<file path="src/core/adc_seq_cfg.svh">
// Register offsets, field positions, reset values and timing counts of the sequencer
`ifndef ADC_SEQ_CFG_SVH
`define ADC_SEQ_CFG_SVH

`define OFS_CTRL_ONE      4'h0
`define OFS_CTRL_TWO      4'h1
`define OFS_RESULT_BASE   4'h0
`define OFS_RESULT_SEL    4'h2
`define OFS_DMA_STATUS    4'h3
`define OFS_CTRL_THREE    4'h4
`define OFS_RESULT_WIN    4'h8

`define CTRL_ONE_RESET    16'h0000
`define CTRL_TWO_RESET    16'h0000
`define CTRL_THREE_RESET  16'h0000

`define BIT_ON            15
`define BIT_SIDL          13
`define BIT_BUILD         12
`define BIT_RES12         10
`define BIT_FMT_HI        9
`define BIT_FMT_LO        8
`define BIT_SRC_HI        7
`define BIT_SRC_LO        5
`define BIT_GROUP         4
`define BIT_SIMUL         3
`define BIT_AUTO          2
`define BIT_SAMPLE        1
`define BIT_DONE          0
`define BIT_SCAN          10
`define BIT_CHANNEL_COUNT_SELECT_HI       9
`define BIT_CHANNEL_COUNT_SELECT_LO       8
`define BIT_SAMPLES_PER_INTERRUPT_HI       6
`define BIT_SAMPLES_PER_INTERRUPT_LO       2
`define BIT_DMA_EN        8

`define CTRL_ONE_WMASK    16'hb7fe
`define CTRL_TWO_WMASK    16'h077f

`define CONV_TIME_NS      240
`define CLK_PERIOD_NS     20
`define CONV_CYCLES       ((`CONV_TIME_NS + `CLK_PERIOD_NS - 1) / `CLK_PERIOD_NS)
`define AUTO_SAMPLE_CYCLES 4

`endif

</file>
<file path="src/core/adc_seq_pkg.sv">
// Types shared by the converter sequencing logic
package adc_seq_pkg;

    typedef enum logic [1:0] {
        ST_OFF    = 2'b00,
        ST_IDLE   = 2'b01,
        ST_SAMPLE = 2'b11,
        ST_CONV   = 2'b10
    } seq_state_e;

    typedef struct packed {
        logic [3:0]  addr;
        logic [15:0] wdata;
        logic        wr;
        logic        rd;
    } reg_req_s;

    typedef struct packed {
        logic [15:0] inc_addr;
        logic        inc;
    } dma_req_s;

endpackage

</file>
<file path="src/core/adc_seq_ctrl.sv">
// Converter sequencing: triggers, sampling, buffering, completion and DMA pacing
//
// Local design decisions: the plain strobed port and the placing of the registers.
`timescale 1ns/1ps
`include "adc_seq_cfg.svh"

module adc_seq_ctrl
    import adc_seq_pkg::*;
(
    // Clock and reset
    input  wire logic        clk_i,
    input  wire logic        rst_n_i,
    // Register port
    input  wire logic [3:0]  addr_i,
    input  wire logic [15:0] wdata_i,
    input  wire logic        wr_i,
    input  wire logic        rd_i,
    output logic [15:0]      rdata_o,
    // Power state
    input  wire logic        idle_mode_i,
    // Trigger sources
    input  wire logic        ctmu_trig_i,
    input  wire logic        timer5_trig_i,
    input  wire logic        pwm_special_trig_i,
    input  wire logic        timer3_trig_i,
    input  wire logic        ext_edge_trig_i,
    input  wire logic [2:0]  pwm_gen_trig_i,
    input  wire logic [3:0]  gen_out_trig_i,
    // Analog front end
    input  wire logic [11:0] conv_result_i,
    input  wire logic [3:0]  input_index_i,
    input  wire logic        int_enable_i,
    output logic             sampling_o,
    output logic [1:0]       channel_count_o,
    output logic             simultaneous_o,
    output logic             scan_restart_o,
    output logic             res12_o,
    // Completion and DMA
    output logic             irq_o,
    output logic             dma_inc_o,
    output logic [15:0]      dma_addr_o,
    output logic [3:0]       buf_ptr_o
);

    ////////////////////////////////////////////////////////////////////////
    typedef struct packed {
        seq_state_e    state;
        logic [15:0]   ctrl_one;
        logic [15:0]   ctrl_two;
        logic [15:0]   ctrl_three;
        logic [15:0][15:0] buffer_half_status;
        logic [3:0]    buf_ptr;
        logic [4:0]    samples_per_interrupt_cnt;
        logic [7:0]    timer;
        logic          irq;
        logic          dma_inc;
        logic [15:0]   dma_addr;
        logic          scan_restart;
        logic [3:0]    rsel;
        logic [15:0]   rdata;
    } state_s;

    state_s          cur;
    state_s          next_s;
    logic            trig;
    logic            counter_done;
    logic [15:0]     fmt_data;
    logic            running;
    logic            manual;
    logic [4:0]      samples_per_interrupt;
    logic            dma_en;
    logic            count_hit;
    logic            conv_end;
    logic [15:0]     sg_addr;

    adc_trigger_select u_trig (
        .trigger_source_i   (cur.ctrl_one[`BIT_SRC_HI:`BIT_SRC_LO]),
        .trigger_group_i    (cur.ctrl_one[`BIT_GROUP]),
        .counter_done_i     (counter_done),
        .ctmu_trig_i        (ctmu_trig_i),
        .timer5_trig_i      (timer5_trig_i),
        .pwm_special_trig_i (pwm_special_trig_i),
        .timer3_trig_i      (timer3_trig_i),
        .ext_edge_trig_i    (ext_edge_trig_i),
        .pwm_gen_trig_i     (pwm_gen_trig_i),
        .gen_out_trig_i     (gen_out_trig_i),
        .trig_o             (trig)
    );

    adc_result_format u_fmt (
        .raw_i           (conv_result_i),
        .res12_i         (cur.ctrl_one[`BIT_RES12]),
        .output_format_i (cur.ctrl_one[`BIT_FMT_HI:`BIT_FMT_LO]),
        .data_o          (fmt_data)
    );

    ////////////////////////////////////////////////////////////////////////
    always_comb begin
        running = cur.ctrl_one[`BIT_ON] & ~(cur.ctrl_one[`BIT_SIDL] & idle_mode_i);
        manual = (cur.ctrl_one[`BIT_SRC_HI:`BIT_SRC_LO] == 3'h0) & ~cur.ctrl_one[`BIT_GROUP];
        samples_per_interrupt = cur.ctrl_two[`BIT_SAMPLES_PER_INTERRUPT_HI:`BIT_SAMPLES_PER_INTERRUPT_LO];
        dma_en = cur.ctrl_three[`BIT_DMA_EN];
        counter_done = (cur.timer == 8'(`AUTO_SAMPLE_CYCLES));
        conv_end = (cur.state == ST_CONV) && (cur.timer == 8'(`CONV_CYCLES - 1));
        // Limit of 16 without DMA, 32 with it
        count_hit = dma_en ? (cur.samples_per_interrupt_cnt == samples_per_interrupt) : (cur.samples_per_interrupt_cnt[3:0] == samples_per_interrupt[3:0]);
        // Scatter/gather slot from input index times 16, ORed with the sample count
        sg_addr = {8'h00, input_index_i, 4'h0} | {11'h000, cur.samples_per_interrupt_cnt};
    end

    always_comb begin
        next_s = cur;
        next_s.irq = 1'b0;
        next_s.dma_inc = 1'b0;
        next_s.scan_restart = 1'b0;
        // Register writes
        if (wr_i) begin
            case (addr_i)
                `OFS_CTRL_ONE: begin
                    // Software can clear, never set, the completion flag
                    next_s.ctrl_one = (wdata_i & `CTRL_ONE_WMASK)
                                    | (cur.ctrl_one & ~`CTRL_ONE_WMASK & wdata_i & 16'h0001);
                    if (wdata_i[`BIT_RES12])
                        next_s.ctrl_one[`BIT_SIMUL] = 1'b0;
                end
                `OFS_CTRL_TWO:    next_s.ctrl_two = wdata_i & `CTRL_TWO_WMASK;
                `OFS_CTRL_THREE:  next_s.ctrl_three = wdata_i;
                `OFS_RESULT_SEL:  next_s.rsel = wdata_i[3:0];
                default: ;
            endcase
        end
        if (!cur.ctrl_one[`BIT_ON]) begin
            next_s.state = ST_OFF;
            next_s.samples_per_interrupt_cnt = 5'h00;
            next_s.buf_ptr = 4'h0;
            next_s.timer = 8'h00;
        end else if (running) begin
            case (cur.state)
                ST_OFF: begin
                    next_s.state = ST_IDLE;
                end
                ST_IDLE: begin
                    if (next_s.ctrl_one[`BIT_SAMPLE]) begin
                        next_s.state = ST_SAMPLE;
                        next_s.timer = 8'h00;
                    end
                end
                ST_SAMPLE: begin
                    next_s.timer = cur.timer + 8'h01;
                    if (manual ? !next_s.ctrl_one[`BIT_SAMPLE] : trig) begin
                        next_s.ctrl_one[`BIT_SAMPLE] = 1'b0;
                        next_s.ctrl_one[`BIT_DONE] = 1'b0;
                        next_s.state = ST_CONV;
                        next_s.timer = 8'h00;
                    end
                end
                ST_CONV: begin
                    next_s.timer = cur.timer + 8'h01;
                    if (conv_end) begin
                        next_s.ctrl_one[`BIT_DONE] = 1'b1;
                        next_s.timer = 8'h00;
                        if (dma_en) begin
                            next_s.buffer_half_status[0] = fmt_data;
                            next_s.buf_ptr = 4'h0;
                        end else begin
                            next_s.buffer_half_status[cur.buf_ptr] = fmt_data;
                            next_s.buf_ptr = count_hit ? 4'h0 : cur.buf_ptr + 4'h1;
                        end
                        if (count_hit) begin
                            next_s.samples_per_interrupt_cnt = 5'h00;
                            next_s.irq = int_enable_i;
                            next_s.scan_restart = cur.ctrl_two[`BIT_SCAN];
                            if (dma_en) begin
                                next_s.dma_inc = 1'b1;
                                next_s.dma_addr = cur.ctrl_one[`BIT_BUILD]
                                                ? cur.dma_addr + 16'h0001
                                                : sg_addr;
                            end
                        end else begin
                            next_s.samples_per_interrupt_cnt = cur.samples_per_interrupt_cnt + 5'h01;
                        end
                        if (cur.ctrl_one[`BIT_AUTO]) begin
                            next_s.ctrl_one[`BIT_SAMPLE] = 1'b1;
                            next_s.state = ST_SAMPLE;
                        end else begin
                            next_s.state = ST_IDLE;
                        end
                    end
                end
                default: next_s.state = ST_OFF;
            endcase
        end
        // Read data one cycle after the strobe
        next_s.rdata = 16'h0000;
        if (rd_i) begin
            case (addr_i)
                `OFS_CTRL_ONE:   next_s.rdata = cur.ctrl_one;
                `OFS_CTRL_TWO:   next_s.rdata = cur.ctrl_two;
                `OFS_CTRL_THREE: next_s.rdata = cur.ctrl_three;
                `OFS_RESULT_SEL: next_s.rdata = cur.buffer_half_status[cur.rsel];
                `OFS_DMA_STATUS: next_s.rdata = cur.dma_addr;
                default:         next_s.rdata = 16'h0000;
            endcase
        end
    end

    always_ff @(posedge clk_i or negedge rst_n_i) begin
        if (!rst_n_i) begin
            cur <= '0;
        end else begin
            cur <= next_s;
        end
    end

    ////////////////////////////////////////////////////////////////////////
    assign rdata_o         = cur.rdata;
    assign sampling_o      = (cur.state == ST_SAMPLE);
    assign res12_o         = cur.ctrl_one[`BIT_RES12];
    assign channel_count_o = cur.ctrl_one[`BIT_RES12] ? 2'h0 : cur.ctrl_two[`BIT_CHANNEL_COUNT_SELECT_HI:`BIT_CHANNEL_COUNT_SELECT_LO];
    assign simultaneous_o  = cur.ctrl_one[`BIT_SIMUL] & ~cur.ctrl_one[`BIT_RES12];
    assign scan_restart_o  = cur.scan_restart;
    assign irq_o           = cur.irq;
    assign dma_inc_o       = cur.dma_inc;
    assign dma_addr_o      = cur.dma_addr;
    assign buf_ptr_o       = cur.buf_ptr;

    ////////////////////////////////////////////////////////////////////////
    done_clear_at_start_a: assert property (@(posedge clk_i) disable iff (!rst_n_i)
        (cur.state == ST_SAMPLE && $past(cur.state) == ST_SAMPLE) ##0 (next_s.state == ST_CONV && running)
        |=> !cur.ctrl_one[`BIT_DONE]) else $error("done not cleared at conversion start");
    done_with_write_a: assert property (@(posedge clk_i) disable iff (!rst_n_i)
        (conv_end && running) |=> cur.ctrl_one[`BIT_DONE]) else $error("done not set at completion");
    dma_buf_zero_a: assert property (@(posedge clk_i) disable iff (!rst_n_i)
        (conv_end && running && dma_en) |=> cur.buffer_half_status[0] == $past(fmt_data)) else $error("dma result misplaced");
    off_clears_count_a: assert property (@(posedge clk_i) disable iff (!rst_n_i)
        !cur.ctrl_one[`BIT_ON] |=> (cur.samples_per_interrupt_cnt == 5'h00 && cur.buf_ptr == 4'h0)) else $error("count kept");
    irq_on_count_a: assert property (@(posedge clk_i) disable iff (!rst_n_i)
        irq_o |-> $past(count_hit && conv_end && int_enable_i)) else $error("irq without count");
    simul_in_12bit_a: assert property (@(posedge clk_i) disable iff (!rst_n_i)
        res12_o |-> !cur.ctrl_one[`BIT_SIMUL]) else $error("simultaneous in 12-bit");
    auto_resample_a: assert property (@(posedge clk_i) disable iff (!rst_n_i)
        (conv_end && running && cur.ctrl_one[`BIT_AUTO]) |=> sampling_o ##0 cur.ctrl_one[`BIT_SAMPLE])
        else $error("auto sample missing");
    hw_clear_sample_a: assert property (@(posedge clk_i) disable iff (!rst_n_i)
        (sampling_o && running && !manual && trig) |=> (cur.state == ST_CONV && !cur.ctrl_one[`BIT_SAMPLE]))
        else $error("trigger did not end sampling");
    ptr_wrap_a: assert property (@(posedge clk_i) disable iff (!rst_n_i)
        (conv_end && running && !dma_en && count_hit) |=> buf_ptr_o == 4'h0) else $error("pointer not wrapped");
    stop_idle_a: assert property (@(posedge clk_i) disable iff (!rst_n_i)
        (cur.ctrl_one[`BIT_SIDL] && idle_mode_i && cur.ctrl_one[`BIT_ON] && !wr_i) |=> $stable(cur.state))
        else $error("ran in idle");

endmodule

</file>
<file path="src/core/adc_trigger_select.sv">
// Trigger source selection that ends sampling
`timescale 1ns/1ps
`include "adc_seq_cfg.svh"

module adc_trigger_select
    import adc_seq_pkg::*;
(
    // Selection
    input  wire logic [2:0] trigger_source_i,
    input  wire logic       trigger_group_i,
    input  wire logic       counter_done_i,
    // Event sources
    input  wire logic       ctmu_trig_i,
    input  wire logic       timer5_trig_i,
    input  wire logic       pwm_special_trig_i,
    input  wire logic       timer3_trig_i,
    input  wire logic       ext_edge_trig_i,
    input  wire logic [2:0] pwm_gen_trig_i,
    input  wire logic [3:0] gen_out_trig_i,
    // Result
    output logic            trig_o
);

    always_comb begin
        trig_o = 1'b0;
        if (!trigger_group_i) begin
            case (trigger_source_i)
                3'h7:    trig_o = counter_done_i;
                3'h6:    trig_o = ctmu_trig_i;
                3'h4:    trig_o = timer5_trig_i;
                3'h3:    trig_o = pwm_special_trig_i;
                3'h2:    trig_o = timer3_trig_i;
                3'h1:    trig_o = ext_edge_trig_i;
                default: trig_o = 1'b0;
            endcase
        end else begin
            case (trigger_source_i)
                3'h0:    trig_o = pwm_gen_trig_i[0];
                3'h1:    trig_o = pwm_gen_trig_i[1];
                3'h2:    trig_o = pwm_gen_trig_i[2];
                3'h3:    trig_o = gen_out_trig_i[0];
                3'h4:    trig_o = gen_out_trig_i[1];
                3'h5:    trig_o = gen_out_trig_i[2];
                3'h6:    trig_o = gen_out_trig_i[3];
                default: trig_o = 1'b0;
            endcase
        end
    end

endmodule

</file>
<file path="src/core/adc_result_format.sv">
// Result layout for 10-bit and 12-bit conversions
`timescale 1ns/1ps
`include "adc_seq_cfg.svh"

module adc_result_format
    import adc_seq_pkg::*;
(
    // Raw result and mode
    input  wire logic [11:0] raw_i,
    input  wire logic        res12_i,
    input  wire logic [1:0]  output_format_i,
    // Formatted result
    output logic [15:0]      data_o
);

    logic [9:0]  d10;
    logic        s10;
    logic        s12;

    always_comb begin
        d10 = raw_i[9:0];
        s10 = ~raw_i[9];
        s12 = ~raw_i[11];
        data_o = 16'h0000;
        if (!res12_i) begin
            case (output_format_i)
                2'h3:    data_o = {s10, d10[8:0], 6'h00};
                2'h2:    data_o = {d10, 6'h00};
                2'h1:    data_o = {{7{s10}}, d10[8:0]};
                default: data_o = {6'h00, d10};
            endcase
        end else begin
            case (output_format_i)
                2'h3:    data_o = {s12, raw_i[10:0], 4'h0};
                2'h2:    data_o = {raw_i, 4'h0};
                2'h1:    data_o = {{5{s12}}, raw_i[10:0]};
                default: data_o = {4'h0, raw_i};
            endcase
        end
    end

endmodule

</file>
<file path="config.mk">
export PLATFORM = sky130hd
export DESIGN_NAME = adc_seq_ctrl
export DESIGN_NICKNAME = d
export VERILOG_FILES = /design/src/core/adc_seq_pkg.sv /design/src/core/adc_seq_ctrl.sv /design/src/core/adc_trigger_select.sv /design/src/core/adc_result_format.sv
export VERILOG_INCLUDE_DIRS = /design/src /design/src/core
export SDC_FILE = /design/constraint.sdc
export NUM_CORES = 1
export LEC_CHECK = 0
export BUFFER_PORTS_ARGS = -buffer_cell sky130_fd_sc_hd__buf_2
export CAP_MARGIN = 20
export CELL_PAD_IN_SITES_DETAIL_PLACEMENT = 1
export CELL_PAD_IN_SITES_GLOBAL_PLACEMENT = 2
export CORE_MARGIN = 2
export CORE_UTILIZATION = 30
export DETAILED_ROUTE_END_ITERATION = 16
export PLACE_DENSITY = 0.54
export RECOVER_POWER = 100
export SLEW_MARGIN = 5
export SYNTH_ARGS = -nofsm -noshare
export SYNTH_HDL_FRONTEND = slang
export SYNTH_HIERARCHICAL = 1
export SYNTH_SLANG_ARGS = --single-unit
</file>
<file path="constraint.sdc">
create_clock -name clk_i -period 5.4 [get_ports clk_i]
set_clock_uncertainty 0.15 [all_clocks]
set_input_delay 0.54 -clock clk_i [delete_from_list [all_inputs] [get_ports clk_i]]
set_output_delay 0.54 -clock clk_i [all_outputs]
set_load 0.01 [all_outputs]
</file>
==> results of run 1 <==
[path summary, 6_finish.rpt]
kind / slack, ps / end / from
max: 1070 / cur[161] / cur[43]
min: 50 / cur[326] / wdata_i[14]
max reg2reg: 1070 / cur[161] / cur[43]
min reg2reg: 340 / cur[241] / cur[241]
max in group asynchronous: 2060 / irq_o / rst_n_i
min in group asynchronous: 1140 / cur[47] / rst_n_i
[stage by stage]
stage | setup slack [ps] | utilization (%)
after global placement | 2040 | 32.2
after detailed placement | 2000 | 32.2
after CTS | 2010 | 34.7
after global routing | 914 | 34.1
after floorplan | 2800 | -
final | 1070 | 34.1
[sequential cells by signal, indices dropped and copies added, names as in the netlist]
register,flops
buf_ptr_o,4
cur,314
dma_addr_o,16
dma_inc_o,1
irq_o,1
rdata_o,16
res12_o,1
scan_restart_o,1
[power by group through the flow]
| stage | Clock, mW | Sequential [mW] | Combinational, mW |
|---|---|---|---|
| detailed placement | 0 | 2.97 | 0.916 |
| global placement | 0 | 2.96 | 0.906 |
| floorplan | 0 | 2.84 | 0.647 |
| finish | 2.88 | 2.91 | 0.880 |
| CTS | 2.98 | 2.92 | 0.920 |
| global route | 3.07 | 2.93 | 0.977 |
[synth_stat cells (4+ instances only)]
master,n,share of area (%)
dfrtp_1,354,51
mux2_2,220,14
mux4_2,83,11
mux2_4,81,6.9
nand2_1,62,1.3
clkbuf_1,52,1.1
buf_4,39,1.7
o21ai_0,31,0.89
a21oi_1,30,0.86
inv_1,29,0.62
nand3_1,23,0.66
nor2_1,17,0.36
a222oi_1,14,0.80
ha_1,11,0.79
a31o_2,10,0.50
buf_6,10,0.64
nor2b_1,10,0.36
nor3_1,9,0.26
a31oi_1,8,0.29
nand2_4,8,0.51
xor2_1,8,0.40
nand2b_1,7,0.25
buf_2,6,0.17
mux2i_1,6,0.34
o22ai_1,6,0.21
a221o_1,5,0.29
buf_1,5,0.11
o31ai_1,5,0.21
a21o_1,4,0.17
and2_1,4,0.14
nand3b_1,4,0.17
o211ai_1,4,0.17
[per-layer routing]
metal	GRT usage [%]	vias to the layer above
li1	-	4678
met1	23.4	5675
met2	28.6	177
met3	2.79	69
met4	4.63	0
met5	0	-
[cell type report]
cell class	count	share of cell area (%)
Tap cell	765	4.87
Clock inverter	13	0.579
Inverter	29	0.554
Multi-Input combinational cell	733	39.0
Sequential cell	354	45.1
Timing Repair Buffer	125	3.34
Clock buffer	66	6.53
[kinds of logic (layout without fill, tap and decap cells)]
kind of cell / count (synthesis) / in the layout
xor+xnor: 9 / 9
fa+ha+maj: 11 / 11
mux: 390 / 390
simple gates: 177 / 177
compound gates: 146 / 146
buf+inv: 141 / 233
flops: 354 / 354
[timing repair]
item | in CTS | in global routing
hold endpoints to repair | 94 | 0
setup endpoints to repair | 0 | 0
hold buffers | 2 | 0
gates resized for setup | 0 | 0
==> summary.md, run 1 <==
| Metric | Value |
|---|---|
| CTS Buffer Depth | `3` |
| Status | `finished with violations` |
| Hold Fails Final Rpt | `0` |
| Worst-case reg-to-reg path depth | `5` |
| Clk slew on worst S/H paths | `~60 ps` |
| Sequential-to-total area share from yosys stat | `50.6%` |
| DR top layer | `met4` |
| Fill cells | `6059` |
| Synth Register Bits | `354` |
| FF+latch area | `8860 um2` |
| Chip Height | `246 um` |
| Xor and xnor area share after synthesis | `0.450%` |
| Failing checks | `max-capacitance violations, max-slew violations` |
| Mapped Avg Cell Area | `between 10 and 15 um2` |
| Final nets | `1351` |
| Setup violators final | `0` |
| DR vias/cell | `5.08` |
| Primary FF master, synth | `dfrtp_1` |
| Core Footprint | `just under 60000 um2` |
| Area of the multi-input gates | `between 7000 and 8000 um2` |
| Crit path max-delay family | `simple AND/OR/NAND/NOR gates` |
| Die Span X | `246 um` |
| Post-Route Setup TNS | `0 ps` |
| Wire length on met1 | `about 23000 um` |
| Pint | `between 4 and 5 mW` |
| Synth unique cells | `73` |
| Final min period | `approximately 4300 ps` |
| Die area | `slightly above 60000 um2` |
| Psw | `1.90 mW` |
| Worst-Skew Late Latency | `580 ps` |
| Mux contribution to synthesized area | `between 30 and 40%` |
| Core Rows | `88` |
| GR Util All Layers | `17.3%` |
| DPL Wire Length | `between 30000 and 40000 um` |
| Max-slew headroom | `-78.1%` |
| Total power | `6.67 mW` |
| FMAX | `approximately 0.23 GHz` |
| Fin crit share | `about four fifths` |
| Final cell count without fillers | `2085` |
| Worst hold path class | `in2reg` |
| IO Port Bufs | `between 90 and 100` |
| RePlAce Congestion | `0.749` |
| Max-slew violation count | `117` |
| Final ANT Viol Nets | `0` |
| Drc violations | `0` |
| Area post-placement | `roughly 19000 um2` |
| Synth Cell Area | `17500 um2` |
| Slew at the pin closest to its max-slew limit | `2670 ps` |
| Cell area after layout | `19700 um2` |
| Starting density of the core | `30.4%` |
| Flop pwr share | `43.7%` |
| Max-Cap Viols | `3` |
| Cells after Synth | `between 1000 and 1500` |
| Post-Syn Nets | `approximately 1300` |
| Worst Path Arrival | `roughly 4600 ps` |
| Via count | `approximately 11000` |
| Cell breakdown of the critical path | `nor4_4 -> nand4_1 -> nor4b_1 -> nand2_4 -> mux2_1` |
| Crit end category | `flip-flop` |
| Clk sinks | `354` |
| CTS tree | `done` |
| YS warnings | `6` |
| Comb power frac | `13.2%` |
| Async set-reset flop share out of synthesis | `100%` |
| Hold Path Depth | `2` |
| Antenna Diode Count | `0` |
| I/O pins | `98` |
| Pwr dens | `around 340 nW/um2` |
| Initial antenna violation count | `2` |
| Layout area overhead | `12.1%` |
| Slowest stage delay, CP | `about 1500 ps` |
| Largest family of logic cells by synthesized area | `multiplexers` |
| Commonest non-fill, non-tap cell in the layout | `dfrtp_1` |
| Final hold slack | `53.5 ps` |
| Adder-Cell Fraction of Synth Area | `0.785%` |
| # Post-CTS Setup Buffers | `0` |
| CP Class | `reg2reg` |
| Switch share | `about 28%` |
| First-pass DRT Iterations | `6` |
| Clk root buf | `clkbuf_16` |
| Worst Path Required | `5700 ps` |
| Setup crit start kind | `flip-flop` |
| Post-synth EDFFs | `0` |
| DR WL/cell | `24.4 um` |
| RSZ-0062 raised after global routing | `no` |
| TritonCTS buffer count | `43` |
| Leak Pwr | `around 9 nW` |
| Vias in the first global route | `11400` |
| Wire length on met2 | `24700 um` |
| Share of post-route cells with drive strength above 1 | `37.8%` |
| VDD IR max | `0.188 mV` |
| Clock network power share | `a little over two fifths` |
| Met3 routed WL | `~1700 um` |
| Area fraction in compound gates after synthesis | `5.89%` |
| Placed cell count | `2003` |
| H-tree depth | `2` |
| WP depth | `5` |
| First-pass GRT wire length | `77600 um` |
| Pin count of the biggest net entering global routing | `107` |
| CP Buf/Inv Count | `0` |
| Most frequent cells in the layout | `354 x dfrtp_1, 220 x mux2_2, 83 x mux4_2` |
| Post-synthesis simple-gate area fraction | `5.91%` |
| CP max-delay cell | `nor4b_1` |
| Grt total ovfl | `0` |
| Initial drt markers | `531` |
| Crit Path Max Fanout | `16` |
| Final wirelength | `a little over 50000 um` |
Note: power is estimated with default switching activity, not from simulation.
==> inputs of run 2 (changes only) <==
- clock period: 5.4 -> 4.4 ns (I/O delays scaled with it)
==> run 2 against run 1 <==
Compared with the run above: the run still ends with max-capacitance violations, max-slew violations left; hold slack worse by 23 ps; combinational power grew 17%; sequential share of layout area fell by 0.43 points; design area increased by 1.0%; critical path depth down 1; setup slack got worse by 250 ps; critical path type unchanged; largest power group is now clock; highest routed layer unchanged.
==> summary.md, run 2 (synthesis results as in run 1) <==
| Metric | Value |
|---|---|
| Vias in the first global route | `11900 (+4.5%)` |
| Crit Path Max Fanout | `32 (+16)` |
| Core Rows | `88 (unchanged)` |
| H-tree depth | `2 (unchanged)` |
| RePlAce Congestion | `0.750 (+0.17%)` |
| Final nets | `1374 (+1.7%)` |
| Max-slew violation count | `133 (+14%)` |
| Worst Path Arrival | `3900 ps (-730 ps)` |
| Max-slew headroom | `-17.0% (+61 points)` |
| Worst hold path class | `in2reg` |
| Clk root buf | `clkbuf_16` |
| Grt total ovfl | `0 (unchanged)` |
| Failing checks | `max-capacitance violations, max-slew violations` |
| Status | `finished with violations` |
| Clk sinks | `354 (unchanged)` |
| TritonCTS buffer count | `44 (+2.3%)` |
| Pin count of the biggest net entering global routing | `104 (-2.8%)` |
| GR Util All Layers | `17.7% (+0.47 points)` |
| Die Span X | `246 um (unchanged)` |
| Final min period | `3570 ps (-754 ps)` |
| Starting density of the core | `30.4% (unchanged)` |
| Setup crit start kind | `flip-flop` |
| Pint | `6.05 mW (+27%)` |
| DPL Wire Length | `33000 um (-1.2%)` |
| Share of post-route cells with drive strength above 1 | `36.0% (-1.8 points)` |
| Flop pwr share | `43.2% (-0.5 points)` |
| Max-Cap Viols | `7 (+4)` |
| Post-route worst setup slack | `826 ps (-246 ps)` |
| CTS tree | `done` |
| Layout area overhead | `13.3%` |
| Comb power frac | `12.3% (-0.9 points)` |
| Worst-Skew Late Latency | `580 ps (about the same)` |
| Core Footprint | `57700 um2 (unchanged)` |
| First-pass DRT Iterations | `8 (+2)` |
| Total power | `8.38 mW (+26%)` |
| RSZ-0062 raised after global routing | `no` |
| Final wirelength | `51700 um (+1.5%)` |
| FMAX | `0.280 GHz (+21%)` |
| IO Port Bufs | `97 (unchanged)` |
| Die area | `60400 um2 (unchanged)` |
| Initial drt markers | `677 (+27%)` |
| CTS Buffer Depth | `3 (unchanged)` |
| Commonest non-fill, non-tap cell in the layout | `dfrtp_1` |
| Slew at the pin closest to its max-slew limit | `1750 ps (-916 ps)` |
| First-pass GRT wire length | `79800 um (+2.8%)` |
| Worst Path Required | `4720 ps (-980 ps)` |
| Most frequent cells in the layout | `353 x dfrtp_1, 220 x mux2_2, 83 x mux4_2` |
| Dpl ws | `1120 ps (-880 ps)` |
| Via count | `10700 (+0.63%)` |
| Crit end category | `flip-flop` |
| Final ANT Viol Nets | `0 (unchanged)` |
| I/O pins | `98 (unchanged)` |
| Clock network power share | `44.4% (+1.3 points)` |
| Final cell count without fillers | `2108 (+1.1%)` |
| Psw | `2.33 mW (+23%)` |
| Fin crit share | `81.2% (+1.1 points)` |
| CP Class | `reg2reg` |
| Top reg by flops | `cur` |
| VDD IR max | `0.257 mV (+37%)` |
| Hold Fails Final Rpt | `0 (unchanged)` |
| Leak Pwr | `9.21 nW (+0.74%)` |
| Switch share | `27.8% (-0.65 points)` |
| Initial antenna violation count | `3 (+1)` |
| Chip Height | `246 um (unchanged)` |
| Clk slew on worst S/H paths | `60 ps (about the same)` |
| Setup violators final | `0 (unchanged)` |
| DR WL/cell | `24.5 um (+0.38%)` |
| PostCTS Resize Cnt | `0 (unchanged)` |
| Flip-flop count of the largest register after layout | `314 (unchanged)` |
| Drc violations | `0 (unchanged)` |
| Pwr dens | `422 nW/um2 (+24%)` |
| Placed cell count | `2012 (+0.45%)` |
| Post-Route Setup TNS | `0 ps (unchanged)` |
| DR vias/cell | `5.06 (-0.47%)` |
| # Post-CTS Setup Buffers | `0 (unchanged)` |
## run 2: per-stage QoR
step	util, %	cell area (um2)	hold WS, ps
floorplan	-	17500	-5.59
global placement	32.3	18700	331
detailed placement	32.3	18700	340
CTS	35.1	20200	5.62
global route	34.4	19800	17.2
finish	34.4	19800	30.9
## run 2: per-layer routing
layer / track usage (%) / up-vias / routed length [um]
met3: 2.77 / 64 / 1880
met4: 4.08 / 0 / 1060
li1: - / 4734 / -
met5: 0 / - / 0
met1: 23.7 / 5705 / 23100
met2: 30.2 / 163 / 25600
## run 2: path summary, 6_finish.rpt
| kind | from | slack (ps) | cells after the start | end |
|---|---|---|---|---|
| max | cur[17] | 830 | 4 | rdata_o[10] |
| min | wdata_i[7] | 30 | 2 | cur[351] |
| max reg2reg | cur[17] | 830 | 4 | rdata_o[10] |
| min reg2reg | cur[180] | 340 | 1 | cur[180] |
| max in group asynchronous | rst_n_i | 2590 | 3 | rdata_o[2] |
| min in group asynchronous | rst_n_i | 350 | 2 | cur[316] |
## run 2: layout make-up
cell class | count | area, um2
timing repair buffer | 147 | 833
inverter | 29 | 109
clock inverter | 15 | 193
multi-input combinational | 733 | 7610
tap | 765 | 957
sequential | 354 | 8860
fill | 6076 | 37800
antenna | 2 | 5.00
clock buffer | 63 | 1280
## run 2: what timing repair did
item	in CTS	in global routing
hold endpoints to repair	117	0
hold buffers	12	0
endpoints found under the setup margin	0	0
## run 2: worst max-delay path, stage by stage, from the launching register on
cell,delay (ps)
dfrtp_1,1510
clkbuf_1,640
mux4_2,430
mux4_2,490
a31o_2,250
## run 2: power by group through the flow
stage	Sequential, mW	Clock (mW)	Combinational (mW)
floorplan	3.49	0	0.794
global placement	3.70	0	1.06
detailed placement	3.70	0	1.07
CTS	3.64	3.84	1.08
global route	3.65	3.99	1.14
finish	3.63	3.73	1.03
==> inputs of run 3 (changes only) <==
- ABC_AREA: default -> 1
- PLACE_DENSITY: 0.54 -> 0.65
- clock period: 4.4 -> 3.55 ns (I/O delays scaled with it)
==> run 3 against run 2 <==
Compared with the run above: the run still ends with max-capacitance violations, max-slew violations left; non-clock buffer count grew 37; combinational power grew 130%; hold slack gained 51 ps; sequential share of layout area shrank 3.6 points; critical path type unchanged; register-to-register slack lost 350 ps; critical endpoint is now cur[275]; setup slack lost 350 ps; wire length grew 44%; die area grew 8.1%; sequential cell count is the same; highest routed layer unchanged; area after synthesis grew 8.3%; first-iteration DRC count grew 60%; via count grew 62%.
==> summary.md, run 3 <==
| Metric | Value |
|---|---|
| Status | `finished with violations` |
| Failing checks | `max-capacitance violations, max-slew violations` |
| Synth unique cells | `41 (-44%)` |
| GR Util met1 | `33.4% (+9.8 points)` |
| Hold Fails Final Rpt | `0 (unchanged)` |
| Die Span X | `255 um (+4.0%)` |
| Flip-flop count of the largest register after layout | `314 (unchanged)` |
| Worst r2r src | `cur[43]` |
| Starting density of the core | `30.2% (-0.19 points)` |
| Final min period | `3080 ps (-499 ps)` |
| Final wirelength | `74500 um (+44%)` |
| Initial antenna violation count | `2 (-1)` |
| Max-slew headroom | `-8.51% (+8.5 points)` |
| Commonest non-fill, non-tap cell in the layout | `nand2_1` |
| Drc violations | `0 (unchanged)` |
| Post-Route Setup TNS | `0 ps (unchanged)` |
| First-pass GRT wire length | `114000 um (+43%)` |
| Fill cells | `7804 (+28%)` |
| Cells after Synth | `2578 (+110%)` |
| Crit end category | `flip-flop` |
| Worst Path Required | `3850 ps (-870 ps)` |
| Initial drt markers | `1084 (+60%)` |
| Top cells by area, synth | `dfrtp_1 47%, nand2_1 21%, o21ai_0 7.4%, nand3_1 7.0%, inv_1 2.8%` |
| RePlAce Congestion | `0.842 (+12%)` |
| Die area | `65300 um2 (+8.1%)` |
| Vias in the first global route | `18000 (+51%)` |
| Total power | `11.5 mW (+38%)` |
| Fin crit share | `86.6% (+5.4 points)` |
| Worst hold path class | `in2reg` |
| GR peak layer | `met2` |
| Utilization after layout | `34.4% (-0.039 points)` |
| Share of post-route cells with drive strength above 1 | `8.17% (-28 points)` |
| Max-slew violation count | `29 (-78%)` |
| DPL Wire Length | `50000 um (+52%)` |
| Slew at the pin closest to its max-slew limit | `1630 ps (-127 ps)` |
| Cell area after layout | `21600 um2 (+8.8%)` |
| TritonCTS buffer count | `45 (+2.3%)` |
| Area post-placement | `20000 um2 (+7.5%)` |
| Worst-Skew Late Latency | `590 ps (about the same)` |
| I/O pins | `98 (unchanged)` |
| Top reg by flops | `cur` |
| Core Rows | `92 (+4.5%)` |
| CTS tree | `done` |
| Max-Cap Viols | `1 (-6)` |
| Leak Pwr | `11.1 nW (+21%)` |
| Async set-reset flop share out of synthesis | `100% (unchanged)` |
| Layout area overhead | `13.9%` |
| Clk sinks | `354 (unchanged)` |
| Primary FF master, synth | `dfrtp_1` |
| Synth Cell Area | `19000 um2 (+8.3%)` |
| RR Endpoint | `cur[275]` |
| Synth top area share | `46.7% (-3.9 points)` |
| Worst Path Arrival | `3380 ps (-520 ps)` |
| Post-synth EDFFs | `0 (unchanged)` |
| Sequential-to-total area share from yosys stat | `46.7% (-3.9 points)` |
| Most frequent cells in the layout | `1081 x nand2_1, 352 x dfrtp_1, 280 x o21ai_0` |
| VDD IR max | `0.332 mV (+29%)` |
| Clk root buf | `clkbuf_16` |
| Met2 global-route usage | `35.4% (+5.2 points)` |
| H-tree depth | `2 (unchanged)` |
| Top cell type by total area after synthesis | `dfrtp_1` |
| Setup crit start kind | `flip-flop` |
| Worst setup path endpoint | `cur[275]` |
| Chip Height | `255 um (+4.0%)` |
| Crit Path Max Fanout | `77 (+140%)` |
| First-pass DRT Iterations | `4 (-4)` |
| Pwr dens | `535 nW/um2 (+27%)` |
| Mapped Avg Cell Area | `7.36 um2 (-48%)` |
| Final hold slack | `82.0 ps (+51.1 ps)` |
| Via count | `17300 (+62%)` |
| Worst-case reg-to-reg path depth | `9 (+5)` |
| # Post-CTS Setup Buffers | `0 (unchanged)` |
| Post-Syn Nets | `2643 (+100%)` |
| Final ANT Viol Nets | `0 (unchanged)` |
| Grt met3 use | `3.06% (+0.28 points)` |
| DR vias/cell | `4.95 (-2.2%)` |
| Crit. Startpoint | `cur[43]` |
| Synth Register Bits | `354 (unchanged)` |
| Most common cell in the netlist | `nand2_1` |
| YS warnings | `6 (unchanged)` |
| IO Port Bufs | `97 (unchanged)` |
| R2R setup slack | `470 ps (-350 ps)` |
| CP Class | `reg2reg` |
| Clk slew on worst S/H paths | `60 ps (about the same)` |
| Setup violators final | `0 (unchanged)` |
| FMAX | `0.325 GHz (+16%)` |
| Core Footprint | `62900 um2 (+8.9%)` |
| Final nets | `2674 (+95%)` |
| DR WL/cell | `21.3 um (-13%)` |
| GR Util All Layers | `22.9% (+5.1 points)` |
| Top cells by count, synth | `1081 x nand2_1, 354 x dfrtp_1, 280 x o21ai_0` |
| Pin count of the biggest net entering global routing | `97 (-6.7%)` |
| CTS Buffer Depth | `3 (unchanged)` |
| RSZ-0062 raised after global routing | `no` |
| Grt total ovfl | `0 (unchanged)` |
-- run 3: changes by cell type after synthesis, sizes merged, moves of 10 or more --
cell,change
nand2,+1012
mux4,-83
inv,+122
mux2,-295
nor2b,-10
clkbuf,+48
buf,+40
o21ai,+270
nor2,+73
a222oi,-14
nand4,+22
a31o,-10
nand3,+247
-- run 3: per-layer routing --
metal | vias up | part of all wire, % | wire, um
met1 | 8660 | 49 | 36400
met3 | 89 | 3.4 | 2520
met5 | - | 0 | 0
li1 | 8261 | - | -
met4 | 0 | 2.5 | 1900
met2 | 266 | 45 | 33700
-- run 3: power breakdown --
group	internal, mW	switching, mW	leakage (nW)
sequential	4.17	0.198	4.70
combinational	0.556	1.76	5.68
clock	2.96	1.90	0.767
-- run 3: stage by stage --
step | std cells | setup WS, ps
floorplan | 2578 | 1570
global placement | 3386 | 838
detailed placement | 3386 | 749
CTS | 3491 | 761
global route | 3491 | 247
finish | 3492 | 475
-- run 3: final cells by class --
type                       count  area (um2)  share of cell area [%]
antenna                        1        2.50                  0.0116
clock buffer                  70        1380                    6.40
clock inverter                13         171                   0.794
inverter                     152         578                    2.68
multi-input combinational   1872        8390                    38.8
sequential                   354        8860                    41.0
tap                          846        1060                    4.90
timing repair buffer         184        1160                    5.35
-- run 3: critical path: stages, from the launching register on --
cell	delay [ps]
dfrtp_1	400
inv_1	150
nand2_2	50
nor2_1	320
inv_1	170
nor3_4	230
nand3_4	380
buf_6	410
nor2_4	470
o21ai_0	140
-- run 3: how the worst min path moves through the flow --
| stage | start | end | slack [ps] | cells past startpoint |
|---|---|---|---|---|
| floorplan | rst_n_i | buf_ptr_o[0] | -90 | 0 |
| global placement | cur[65] | cur[65] | 310 | 2 |
| detailed placement | cur[61] | cur[61] | 310 | 2 |
| CTS | input_index_i[0] | dma_addr_o[4] | 60 | 7 |
| global route | input_index_i[0] | dma_addr_o[4] | 120 | 7 |
| finish | input_index_i[0] | dma_addr_o[4] | 80 | 7 |
-- run 3: timing repair --
| item | CTS | global route |
|---|---|---|
| hold buffers | 22 | 0 |
| gates resized for setup | 0 | 0 |
| endpoints found under the hold margin | 122 | 0 |
-- run 3: kinds of logic after synthesis --
family / synth area share, %
xor gates and xnor gates: 0.693
muxes: 0.409
AOI/OAI and AO/OA: 9.44
buffers and inverters: 9.08
DFF: 46.7
and+or+nand+nor: 33.0
adders and majority gates: 0.725
